**config.mk**
```make
export PLATFORM = sky130hd
export DESIGN_NAME = cre_core_regs
export DESIGN_NICKNAME = d
export VERILOG_FILES = /design/src/inc/cre_pkg.sv /design/src/inc/cre_arb_if.sv /design/src/design/cre_arbiter.sv /design/src/design/cre_core_regs.sv
export SDC_FILE = /design/constraint.sdc
export NUM_CORES = 1
export LEC_CHECK = 0
export BUFFER_PORTS_ARGS = -buffer_cell sky130_fd_sc_hd__buf_2
export CAP_MARGIN = 20
export CORE_MARGIN = 1.5
export CORE_UTILIZATION = 50
export CTS_BUF_LIST = sky130_fd_sc_hd__clkbuf_4 sky130_fd_sc_hd__clkbuf_8
export CTS_CLUSTER_SIZE = 28
export DETAILED_ROUTE_END_ITERATION = 12
export MAX_ROUTING_LAYER = met4
export PLACE_DENSITY = 0.92
export SETUP_SLACK_MARGIN = 0.15
export SLEW_MARGIN = 20
export SYNTH_ARGS = -nofsm -noshare
export SYNTH_HDL_FRONTEND = slang
export SYNTH_SLANG_ARGS = --single-unit
```
**constraint.sdc**
```tcl
create_clock -name core_clk -period 2.68 [get_ports core_clk]
set_clock_uncertainty 0.15 [all_clocks]
set_input_delay 0.402 -clock core_clk [delete_from_list [all_inputs] [get_ports core_clk]]
set_output_delay 0.402 -clock core_clk [all_outputs]
set_load 0.05 [all_outputs]
```
**src/inc/cre_pkg.sv**
```systemverilog
// Shared constants and types for the core register and interrupt entry block
package cre_pkg;
  localparam logic [7:0]  ADDR_IDX_HI   = 8'hbe;
  localparam logic [7:0]  ADDR_IDX_LO   = 8'hbf;
  localparam logic [7:0]  ADDR_STACK    = 8'hbd;
  localparam logic [7:0]  ADDR_FLAGS    = 8'hbc;
  localparam logic [11:0] PC_RESET      = 12'hc00;
  localparam logic [3:0]  SP_RESET      = 4'hf;
  localparam logic [7:0]  STACK_BASE    = 8'h30;
  localparam logic [11:0] PROG_BASE     = 12'hc00;
  localparam logic [11:0] VEC_BASE      = 12'hff6;
  localparam int          ENTRY_CYCLES  = 5;
  localparam int          FLAG_C        = 0;
  localparam int          FLAG_H        = 1;
  localparam int          FLAG_Z        = 2;
  localparam int          FLAG_N        = 3;
  localparam int          FLAG_G        = 4;
  localparam int          FLAG_R        = 5;
  typedef enum logic [3:0] {
    CRE_OP_NONE  = 4'h0,
    CRE_OP_CALL  = 4'h1,
    CRE_OP_RET   = 4'h2,
    CRE_OP_HANDLER_EXIT_OP  = 4'h3,
    CRE_OP_TRAP  = 4'h4,
    CRE_OP_SC    = 4'h5,
    CRE_OP_RC    = 4'h6,
    CRE_OP_LDC   = 4'h7,
    CRE_OP_FLAG_INVERT_OP  = 4'h8,
    CRE_OP_ALU   = 4'h9,
    CRE_OP_GSET  = 4'ha
  } cre_op_t;
  typedef enum logic [2:0] {
    CRE_ST_RUN   = 3'h0,
    CRE_ST_PUSHL = 3'h1,
    CRE_ST_PUSHH = 3'h2,
    CRE_ST_VECL  = 3'h3,
    CRE_ST_VECH  = 3'h4,
    CRE_ST_PULLH = 3'h5,
    CRE_ST_PULLL = 3'h6
  } cre_state_t;
endpackage

```
**src/inc/cre_arb_if.sv**
```systemverilog
// Interface between sequencer and priority arbiter
`timescale 1ns/10ps
`default_nettype none
interface cre_arb_if;
  logic [4:0] req;
  logic [2:0] src;
  logic       any;
  modport arb (input req, output src, output any);
  modport seq (output req, input src, input any);
endinterface
`default_nettype wire

```
**src/design/cre_arbiter.sv**
```systemverilog
// Fixed priority selection among interrupt sources
`timescale 1ns/10ps
`default_nettype none
module cre_arbiter (
  cre_arb_if.arb a
);
  // req[4]=trap, [3]=wakeup, [2]=timer0, [1]=pwm, [0]=converter
  always_comb begin
    a.any = |a.req;
    a.src = 3'h0;
    if (a.req[4]) begin
      a.src = 3'h5;
    end else if (a.req[3]) begin
      a.src = 3'h4;
    end else if (a.req[2]) begin
      a.src = 3'h3;
    end else if (a.req[1]) begin
      a.src = 3'h2;
    end else if (a.req[0]) begin
      a.src = 3'h1;
    end
  end
endmodule
`default_nettype wire

```
**src/design/cre_core_regs.sv**
```systemverilog
// Core registers, flags, stack and interrupt entry sequencer
`timescale 1ns/10ps
`default_nettype none
module cre_core_regs (
  input  wire logic         core_clk,
  input  wire logic         rst_n,
  input  wire logic         instr_done,
  input  wire cre_pkg::cre_op_t op,
  input  wire logic [9:0]   call_target,
  input  wire logic [9:0]   next_pc,
  input  wire logic         alu_upd,
  input  wire logic         alu_upd_c,
  input  wire logic         alu_upd_h,
  input  wire logic [7:0]   alu_result,
  input  wire logic         alu_carry,
  input  wire logic         alu_half,
  input  wire logic         ldc_bit,
  input  wire logic         rot_upd,
  input  wire logic         rot_carry,
  input  wire logic         acc_we,
  input  wire logic [7:0]   acc_wdata,
  input  wire logic         idx_load,
  input  wire logic [10:0]  idx_wdata,
  input  wire logic [7:0]   idx_offset,
  input  wire logic         ee_ready,
  input  wire logic         wakeup_irq,
  input  wire logic         first_timer_irq,
  input  wire logic         pwm_timer_irq,
  input  wire logic         converter_irq,
  input  wire logic         mem_we,
  input  wire logic [7:0]   mem_addr,
  input  wire logic [7:0]   mem_wdata,
  output logic [7:0]        mem_rdata,
  output logic              mem_hit,
  input  wire logic [7:0]   bus_rdata,
  output logic [11:0]       bus_addr,
  output logic [7:0]        bus_wdata,
  output logic              bus_we,
  output logic              bus_re,
  output logic [11:0]       eff_addr,
  output logic [7:0]        acc_ff,
  output logic [9:0]        fetch_location_ff,
  output logic [10:0]       idx_ff,
  output logic [3:0]        stack_index_ff,
  output logic [7:0]        flags_word,
  output logic              seq_busy,
  output logic [2:0]        serving_src_ff
);
  cre_arb_if arb_bus ();
  cre_arbiter u_arb (
    .a (arb_bus.arb)
  );

  cre_pkg::cre_state_t state_ff;
  cre_pkg::cre_state_t nxt_state;
  logic [7:0]  ret_hi_ff;
  logic [3:0]  flag_ff;
  logic        g_ff;
  logic [7:0]  vec_lo_ff;
  logic [2:0]  cyc_ff;
  logic        trap_ff;
  logic        is_handler_exit_op_ff;
  logic        call_ff;
  logic [9:0]  tgt_ff;
  logic        call_now;

  function automatic logic [7:0] stack_addr(input logic [3:0] sp);
    stack_addr = cre_pkg::STACK_BASE | {4'h0, sp};
  endfunction

  // Vector location per source, two bytes each
  function automatic logic [11:0] vec_addr(input logic [2:0] s);
    vec_addr = cre_pkg::VEC_BASE + {8'h00, s - 3'h1, 1'b0};
  endfunction

  assign flags_word = {2'b00, ee_ready, g_ff, flag_ff};
  assign seq_busy   = (state_ff != cre_pkg::CRE_ST_RUN);
  assign call_now   = instr_done && op == cre_pkg::CRE_OP_CALL &&
                      state_ff == cre_pkg::CRE_ST_RUN;

  // Sources; trap ignores mask, others gated by it
  always_comb begin
    arb_bus.req[4] = trap_ff;
    arb_bus.req[3] = wakeup_irq & g_ff;
    arb_bus.req[2] = first_timer_irq & g_ff;
    arb_bus.req[1] = pwm_timer_irq & g_ff;
    arb_bus.req[0] = converter_irq & g_ff;
  end

  // Indexed effective address; bit 10 picks space
  always_comb begin
    logic [10:0] sum;
    sum = idx_ff + {3'h0, idx_offset};
    if (idx_ff[10]) begin
      eff_addr = cre_pkg::PROG_BASE | {2'b00, sum[9:0]};
    end else begin
      eff_addr = {2'b00, sum[9:0]};
    end
  end

  // Memory mapped reads; accumulator and counter not mapped
  always_comb begin
    mem_hit   = 1'b1;
    mem_rdata = 8'h00;
    case (mem_addr)
      cre_pkg::ADDR_IDX_HI: mem_rdata = {5'h00, 1'b0, idx_ff[9:8]};
      cre_pkg::ADDR_IDX_LO: mem_rdata = idx_ff[7:0];
      cre_pkg::ADDR_STACK:  mem_rdata = {4'h0, stack_index_ff};
      cre_pkg::ADDR_FLAGS:  mem_rdata = flags_word;
      default:              mem_hit = 1'b0;
    endcase
  end

  // Sequencer next state
  always_comb begin
    nxt_state = state_ff;
    case (state_ff)
      cre_pkg::CRE_ST_RUN: begin
        if (instr_done && (op == cre_pkg::CRE_OP_RET ||
                           op == cre_pkg::CRE_OP_HANDLER_EXIT_OP)) begin
          nxt_state = cre_pkg::CRE_ST_PULLH;
        end else if (call_now) begin
          nxt_state = cre_pkg::CRE_ST_PUSHL;
        end else if (instr_done && arb_bus.any) begin
          nxt_state = cre_pkg::CRE_ST_PUSHL;
        end
      end
      cre_pkg::CRE_ST_PUSHL: nxt_state = cre_pkg::CRE_ST_PUSHH;
      cre_pkg::CRE_ST_PUSHH: begin
        nxt_state = call_ff ? cre_pkg::CRE_ST_RUN : cre_pkg::CRE_ST_VECL;
      end
      cre_pkg::CRE_ST_VECL:  nxt_state = cre_pkg::CRE_ST_VECH;
      cre_pkg::CRE_ST_VECH: begin
        if (cyc_ff == 3'(cre_pkg::ENTRY_CYCLES - 1)) begin
          nxt_state = cre_pkg::CRE_ST_RUN;
        end
      end
      cre_pkg::CRE_ST_PULLH: nxt_state = cre_pkg::CRE_ST_PULLL;
      cre_pkg::CRE_ST_PULLL: nxt_state = cre_pkg::CRE_ST_RUN;
      default:               nxt_state = cre_pkg::CRE_ST_RUN;
    endcase
  end

  always_ff @(posedge core_clk or negedge rst_n) begin
    if (!rst_n) begin
      state_ff <= cre_pkg::CRE_ST_RUN;
    end else begin
      state_ff <= nxt_state;
    end
  end

  // Entry cycle count
  always_ff @(posedge core_clk or negedge rst_n) begin
    if (!rst_n) begin
      cyc_ff <= 3'h0;
    end else if (nxt_state == cre_pkg::CRE_ST_PUSHL &&
                 state_ff == cre_pkg::CRE_ST_RUN) begin
      cyc_ff <= 3'h0;
    end else if (state_ff != cre_pkg::CRE_ST_RUN &&
                 cyc_ff != 3'(cre_pkg::ENTRY_CYCLES - 1)) begin
      cyc_ff <= cyc_ff + 3'h1;
    end
  end

  // Source latched at entry
  always_ff @(posedge core_clk or negedge rst_n) begin
    if (!rst_n) begin
      serving_src_ff <= 3'h0;
    end else if (state_ff == cre_pkg::CRE_ST_RUN &&
                 nxt_state == cre_pkg::CRE_ST_PUSHL && !call_now) begin
      serving_src_ff <= arb_bus.src;
    end
  end

  // Pending soft trap, cleared once entry begins
  always_ff @(posedge core_clk or negedge rst_n) begin
    if (!rst_n) begin
      trap_ff <= 1'b0;
    end else if (instr_done && op == cre_pkg::CRE_OP_TRAP) begin
      trap_ff <= 1'b1;
    end else if (state_ff == cre_pkg::CRE_ST_PUSHL && !call_ff &&
                 serving_src_ff == 3'h5) begin
      trap_ff <= 1'b0;
    end
  end

  always_ff @(posedge core_clk or negedge rst_n) begin
    if (!rst_n) begin
      is_handler_exit_op_ff <= 1'b0;
    end else if (instr_done && state_ff == cre_pkg::CRE_ST_RUN) begin
      is_handler_exit_op_ff <= (op == cre_pkg::CRE_OP_HANDLER_EXIT_OP);
    end
  end

  // Subroutine call push in progress, with its target
  always_ff @(posedge core_clk or negedge rst_n) begin
    if (!rst_n) begin
      call_ff <= 1'b0;
      tgt_ff  <= 10'h000;
    end else if (state_ff == cre_pkg::CRE_ST_RUN) begin
      call_ff <= call_now;
      tgt_ff  <= call_target;
    end
  end

  // Stack memory bus: push low byte first, pull reverse
  always_comb begin
    logic [9:0] ret;
    ret = fetch_location_ff;
    bus_addr  = 12'h000;
    bus_wdata = 8'h00;
    bus_we    = 1'b0;
    bus_re    = 1'b0;
    case (state_ff)
      cre_pkg::CRE_ST_PUSHL: begin
        bus_addr  = {4'h0, stack_addr(stack_index_ff)};
        bus_wdata = ret[7:0];
        bus_we    = 1'b1;
      end
      cre_pkg::CRE_ST_PUSHH: begin
        bus_addr  = {4'h0, stack_addr(stack_index_ff - 4'h1)};
        bus_wdata = {6'h00, ret[9:8]};
        bus_we    = 1'b1;
      end
      cre_pkg::CRE_ST_VECL: begin
        bus_addr = vec_addr(serving_src_ff);
        bus_re   = 1'b1;
      end
      cre_pkg::CRE_ST_VECH: begin
        bus_addr = vec_addr(serving_src_ff) + 12'h001;
        bus_re   = (cyc_ff == 3'h4);
      end
      cre_pkg::CRE_ST_PULLH: begin
        bus_addr = {4'h0, stack_addr(stack_index_ff + 4'h1)};
        bus_re   = 1'b1;
      end
      cre_pkg::CRE_ST_PULLL: begin
        bus_addr = {4'h0, stack_addr(stack_index_ff + 4'h2)};
        bus_re   = 1'b1;
      end
      default: begin
        bus_re = 1'b0;
      end
    endcase
  end

  always_ff @(posedge core_clk or negedge rst_n) begin
    if (!rst_n) begin
      vec_lo_ff <= 8'h00;
      ret_hi_ff <= 8'h00;
    end else if (state_ff == cre_pkg::CRE_ST_VECL) begin
      vec_lo_ff <= bus_rdata;
    end else if (state_ff == cre_pkg::CRE_ST_PULLH) begin
      ret_hi_ff <= bus_rdata;
    end
  end

  // Program counter
  always_ff @(posedge core_clk or negedge rst_n) begin
    if (!rst_n) begin
      fetch_location_ff <= cre_pkg::PC_RESET[9:0];
    end else if (state_ff == cre_pkg::CRE_ST_VECH && cyc_ff == 3'h4) begin
      fetch_location_ff <= {bus_rdata[1:0], vec_lo_ff};
    end else if (state_ff == cre_pkg::CRE_ST_PULLL) begin
      fetch_location_ff <= {ret_hi_ff[1:0], bus_rdata};
    end else if (state_ff == cre_pkg::CRE_ST_PUSHH && call_ff) begin
      fetch_location_ff <= tgt_ff;
    end else if (state_ff == cre_pkg::CRE_ST_RUN && instr_done) begin
      fetch_location_ff <= next_pc;
    end
  end

  // Stack index; call pushes via one push of two bytes
  always_ff @(posedge core_clk or negedge rst_n) begin
    if (!rst_n) begin
      stack_index_ff <= cre_pkg::SP_RESET;
    end else if (state_ff == cre_pkg::CRE_ST_PUSHH) begin
      stack_index_ff <= stack_index_ff - 4'h2;
    end else if (state_ff == cre_pkg::CRE_ST_PULLL) begin
      stack_index_ff <= stack_index_ff + 4'h2;
    end else if (mem_we && mem_addr == cre_pkg::ADDR_STACK) begin
      stack_index_ff <= mem_wdata[3:0];
    end
  end

  // Index pointer; top bit write only
  always_ff @(posedge core_clk or negedge rst_n) begin
    if (!rst_n) begin
      idx_ff <= 11'h000;
    end else if (idx_load) begin
      idx_ff <= idx_wdata;
    end else if (mem_we && mem_addr == cre_pkg::ADDR_IDX_HI) begin
      idx_ff[10:8] <= mem_wdata[2:0];
    end else if (mem_we && mem_addr == cre_pkg::ADDR_IDX_LO) begin
      idx_ff[7:0] <= mem_wdata;
    end
  end

  always_ff @(posedge core_clk or negedge rst_n) begin
    if (!rst_n) begin
      acc_ff <= 8'h00;
    end else if (acc_we) begin
      acc_ff <= acc_wdata;
    end
  end

  // Condition flags
  always_ff @(posedge core_clk or negedge rst_n) begin
    if (!rst_n) begin
      flag_ff <= 4'h0;
    end else if (instr_done && state_ff == cre_pkg::CRE_ST_RUN) begin
      case (op)
        cre_pkg::CRE_OP_SC: begin
          flag_ff[cre_pkg::FLAG_C] <= 1'b1;
          flag_ff[cre_pkg::FLAG_H] <= 1'b1;
        end
        cre_pkg::CRE_OP_RC: begin
          flag_ff[cre_pkg::FLAG_C] <= 1'b0;
          flag_ff[cre_pkg::FLAG_H] <= 1'b0;
        end
        cre_pkg::CRE_OP_LDC:  flag_ff[cre_pkg::FLAG_C] <= ldc_bit;
        cre_pkg::CRE_OP_FLAG_INVERT_OP:
          flag_ff[cre_pkg::FLAG_C] <= ~flag_ff[cre_pkg::FLAG_C];
        default: begin
          if (alu_upd) begin
            flag_ff[cre_pkg::FLAG_Z] <= (alu_result == 8'h00);
            flag_ff[cre_pkg::FLAG_N] <= alu_result[7];
          end
          if (alu_upd_c) begin
            flag_ff[cre_pkg::FLAG_C] <= alu_carry;
          end
          if (alu_upd_h) begin
            flag_ff[cre_pkg::FLAG_H] <= alu_half;
          end
          if (rot_upd) begin
            flag_ff[cre_pkg::FLAG_C] <= rot_carry;
          end
        end
      endcase
    end
  end

  // Global mask
  always_ff @(posedge core_clk or negedge rst_n) begin
    if (!rst_n) begin
      g_ff <= 1'b0;
    end else if (state_ff == cre_pkg::CRE_ST_VECH && cyc_ff == 3'h4) begin
      g_ff <= 1'b0;
    end else if (state_ff == cre_pkg::CRE_ST_PULLL && is_handler_exit_op_ff) begin
      g_ff <= 1'b1;
    end else if (instr_done && op == cre_pkg::CRE_OP_GSET) begin
      g_ff <= 1'b1;
    end else if (mem_we && mem_addr == cre_pkg::ADDR_FLAGS) begin
      g_ff <= mem_wdata[cre_pkg::FLAG_G];
    end
  end
endmodule
`default_nettype wire

```
# Word level (Yosys, flattened, before mapping)
# Index checks and enable logic that the tools add are counted.
# word_totals
reg_bits,70
in_bits,102
output_inout_bits,88
elab_cells,146
# classes
addsub,9
eq_ne,24
mux,42
n_bitwise,8
reduce_logical,45
# op_table
cell,count
$pmux W12 S6,1
$mux W10,4
$mux W3,11
$eq A8 B8 Y1 const B,4
$pmux W8 S4,1
$logic_and A1 B1 Y1,19
$pmux W3 S6,1
$eq A4 B3 Y1 const B,4
$mux W8,2
$pmux W8 S2,1
$eq A3 B3 Y1 const B,5
$mux W1,12
$mux W12,1
$mux W4,3
$mux W11,1
$add A10 B8 Y10,1
$reduce_bool A3 Y1,3
$eq A4 B2 Y1 const B,2
$eq A4 B4 Y1 const B,2
$logic_not A8 Y1,1
$reduce_bool A2 Y1,4
$reduce_bool A4 Y1,2
$reduce_or A4 Y1,2
$add A6 B2 Y7 const B,1
27 further kinds,40

# Depth between registers and ports, before layout
# logic_depth
word_depth,10
mapped_depth,9
mapped_depth_nobuf,7

# Modules after synthesis
# From an unflattened synthesis, not the netlist that was laid out.
# hier_totals
cells_unflattened,493
area_unflattened_um2,4631.9
# modules_own_cells
mod,n_inst,cells_per_inst,area_per_inst_um2,seq_area_each_um2
cre_core_regs,1,486,4586.9,1756.7
cre_arbiter,1,7,45.0,0.0

# Least setup slack after synthesis
# No wires, ideal clock.
# synth_timing
path_kind,register to output
from,register serving_src_ff[0]
to,output bus_addr[5]
t_arrival_ns,2.785
required_ns,2.128
path_slack_ns,-0.657
path_stages_with_launch,7
path_buffers,0
path_cell_list,dfrtp_1 inv_1 ha_1 xor2_1 ha_1 nor2b_1 or3_1
# synth_via
elab_chain_cells,4
# synth_lines
item,line_no,rtl
from (decl),cre_core_regs.sv:47,output logic [2:0] serving_src_ff
from (signal assigned),cre_core_regs.sv:171,serving_src_ff <= arb_bus.src;
$sub A3 B1 Y3 *,cre_core_regs.sv:73,"vec_addr = cre_pkg::VEC_BASE + {8'h00, s - 3'h1, 1'b0};"
$add A5 B5 Y6 *,cre_core_regs.sv:73,
$add A6 B2 Y7,cre_core_regs.sv:230,bus_addr = vec_addr(serving_src_ff) + 12'h001;
$pmux W12 S6 *,cre_core_regs.sv:214,case (state_ff)
to (decl),cre_core_regs.sv:36,"output logic [11:0] bus_addr,"
# Every way passes the cells marked *; elsewhere a longest branch is shown, timed or not.

# Final worst setup path
# layout_timing
from,register state_ff[0]
to,output bus_addr[1]
# layout_via
elab_chain_cells,2
word_cells_on_any_way,7
cone_classes,eq/ne (6); mux (1)
# layout_lines
item,line_no,rtl
from (decl),cre_core_regs.sv:54,cre_pkg::cre_state_t state_ff;
from (signal assigned),cre_core_regs.sv:146,state_ff <= cre_pkg::CRE_ST_RUN;
from (signal assigned),cre_core_regs.sv:148,state_ff <= nxt_state;
$eq A3 B3 Y1 (tied with other cells),cre_core_regs.sv:214,
$pmux W12 S6 *,cre_core_regs.sv:214,
# Marked as above.

==> out/qor.csv <==
metric,value,unit
critPathArrivalTime,2.28,ns
power_frac_comb,64.9,%
worst-path-buf-inv,2,
wl,14.9,mm
grt_pass1_wl,23.3,mm
cts_buffer_depth,2,
syn_to_final_growth,35.2,%
track_usage,30.5,%
cts_buffers,9,
pin_count,190,
route.top_layer_used,met4,
worstPathMaxFanout,4,
internal-power,0.00385,W
grt_max_degree,49,
power.switching,0.00420,W
io_buffers,187,
clock_sinks,70,
antenna_found_initial,0,
dp_slack,0.0462,ns
leakage,3.17,nW
drtIter0Drc,347,
hold_violations,0,
swShare,52.1,%
dr_wl_met2,7.44,mm
slew_viol_final,0,
final_util,69.8,%
dieArea,0.0102,mm^2
syn-instance-count,504,
yosysUniqueCellTypes,73,
dp_hpwl,10.8,mm
die_w,101,um
syn_area_per_cell,9.50,um^2
grt_pass1_vias,4814,
ant_nets,0,
min_path_type,primary input to flop,
via_per_inst,5.77,
ctsRootBufferMaster,clkbuf_8,
cp-end-kind,primary output,
drtPass1Iterations,7,
final_cell_mix,"171 x buf_2, 71 x nand2_1, 57 x dfrtp_1",
num_antenna_cells,0,
cpLargestDelayFamily,compound AO/OA/AOI/OAI gates,
yosys_register_bits,70,
clock_latency,0.35,ns
finalSetupViolations,5,
cp_slowest_stage_delay,0.48,ns
wl_met1,5.67,mm
route.detailed.drc,0,
nNetsFinal,814,
gp_routability_congestion,0.966,
routedWlPerCell,18.0,um
cpMaxStageDelayCell,fa_1,
synthFlopType,dfrtp_1,
total_power,0.00805,W
path_clk_slew,0.09,ns
synth-async-reset-ratio,100,%
grt.overflow.total,0,
cp.required,2.13,ns
start_util,51.6,%
vias,4763,
fin_area,0.00648,mm^2
final_common_cell,buf_2,
power_frac_clock,12.3,%
power_frac_seq,22.8,%
worstMarginPinSlew,0.771,ns
outcome,"finished, violations left",
rsz0062_at_grt,yes,
fin_ws,-0.155,ns
layout_min_cycle_time,2.83,ns
die_h,101,um
violations,negative setup slack,
vdd_drop_max,0.877,mV
wl_met3,1.28,mm
synth_edf_count,0,
netlist_area,0.00479,mm^2
place_area,0.00594,mm^2
period_share,106,%
yosys_warnings,0,
drive_gt1_share,46.6,%
htreeDepth,3,
max_freq,0.353,GHz
cp-start-kind,flop,
yosysSeqAreaShare,36.7,%
fp.coreArea,0.00928,mm^2
path_cells,and2b_2 > nand2_4 > inv_2 > fa_1 > a211oi_1 > a221o_2 > buf_8,
power_density,1240,mW/mm^2
critical_path_class,flop to primary output,
maxCapViolations,0,
cts_tree,built,
setup-tns-final,-0.358,ns
max-slew-margin-rel,48.4,%
row_count,35,
==> tightest hold or removal path: stages <==
cell,delay [ns]
buf_2,0.07
nand2_1,0.04
nand2_1,0.05
==> cell usage after synthesis, types with 7 or more instances <==
cell type / n / area, um^2
a211oi_1: 14 / 105
a21oi_1: 23 / 115
a221oi_1: 11 / 96.3
and3_1: 10 / 62.6
buf_4: 15 / 113
buf_6: 7 / 78.8
clkbuf_1: 9 / 33.8
dfrtp_1: 66 / 1650
ha_1: 18 / 225
inv_1: 20 / 75.1
mux2_2: 22 / 248
mux2i_1: 30 / 300
nand2_1: 72 / 270
nand3_1: 7 / 35.0
nor2_1: 31 / 116
o21ai_0: 25 / 125
xnor2_1: 10 / 87.6
==> final timing paths <==
kind	startpoint	end	slack [ns]	cells after the start
worst max-delay path	state_ff[0]	bus_addr[1]	-0.15	7
worst min-delay path	call_target[0]	tgt_ff[0]	0.08	3
min in group asynchronous	rst_n	flag_ff[2]	0.44	2
max in group asynchronous	rst_n	serving_src_ff[0]	1.27	3
worst max register to register	cyc_ff[1]	fetch_location_ff[1]	0.35	6
worst min register to register	tgt_ff[0]	tgt_ff[0]	0.33	2
==> routing by layer <==
layer,GRT usage (%),up-vias
met3,7.56,54
met2,51.1,278
met4,12.9,0
met5,-,-
met1,34.8,2257
li1,-,2174
==> cell type report <==
class                   instances  area [um^2]
clock buffers                   9          124
clock inverters                 7          104
fillers                       689         2810
inverters                      20         77.6
multi-input cells             377         3000
flip-flops and latches         70         1770
well taps                     129          161
repair buffers                214         1240
==> flip-flops by register name (all words and copies together), names as in the netlist, 4 cells and up <==
| register | flops |
|---|---|
| vec_lo_ff | 8 |
| idx_ff | 11 |
| tgt_ff | 10 |
| stack_index_ff | 4 |
| fetch_location_ff | 10 |
| flag_ff | 4 |
| acc_ff | 8 |
==> power groups by stage <==
stage,combinational [W],sequential (W),clock [W]
after detailed placement,0.00472,0.00184,0
after global routing,0.00555,0.00189,0.00105
final,0.00523,0.00184,0.000992
after CTS,0.00498,0.00182,0.00101
after global placement,0.00459,0.00181,0
after floorplan,0.00309,0.00236,0
==> per-stage QoR <==
step,instances,hold slack [ns]
after floorplan,505,-0.0436
after global placement,794,0.269
after detailed placement,794,0.276
after CTS,823,0.0691
after global routing,826,0.0834
final,826,0.0848
==> logic make-up after synthesis <==
logic type | count (synthesis) | share of synthesized area [%]
xor+xnor | 14 | 2.56
mux | 54 | 12.4
other cells | 1 | 0.0783
buf+inv | 58 | 7.00
fa+ha+maj | 20 | 5.54
simple gates | 178 | 20.2
flops | 70 | 36.7
compound gates | 109 | 15.6
==> repair_timing <==
| item | in CTS | in global routing |
|---|---|---|
| hold buffers | 1 | 0 |
| hold endpoints to repair | 18 | 0 |
| pin swaps | 11 | 10 |
| setup buffers | 12 | 3 |
| endpoints found under the setup margin | 23 | 23 |
| resized for setup | 32 | 21 |
Note: power is estimated with default switching activity, not from simulation.
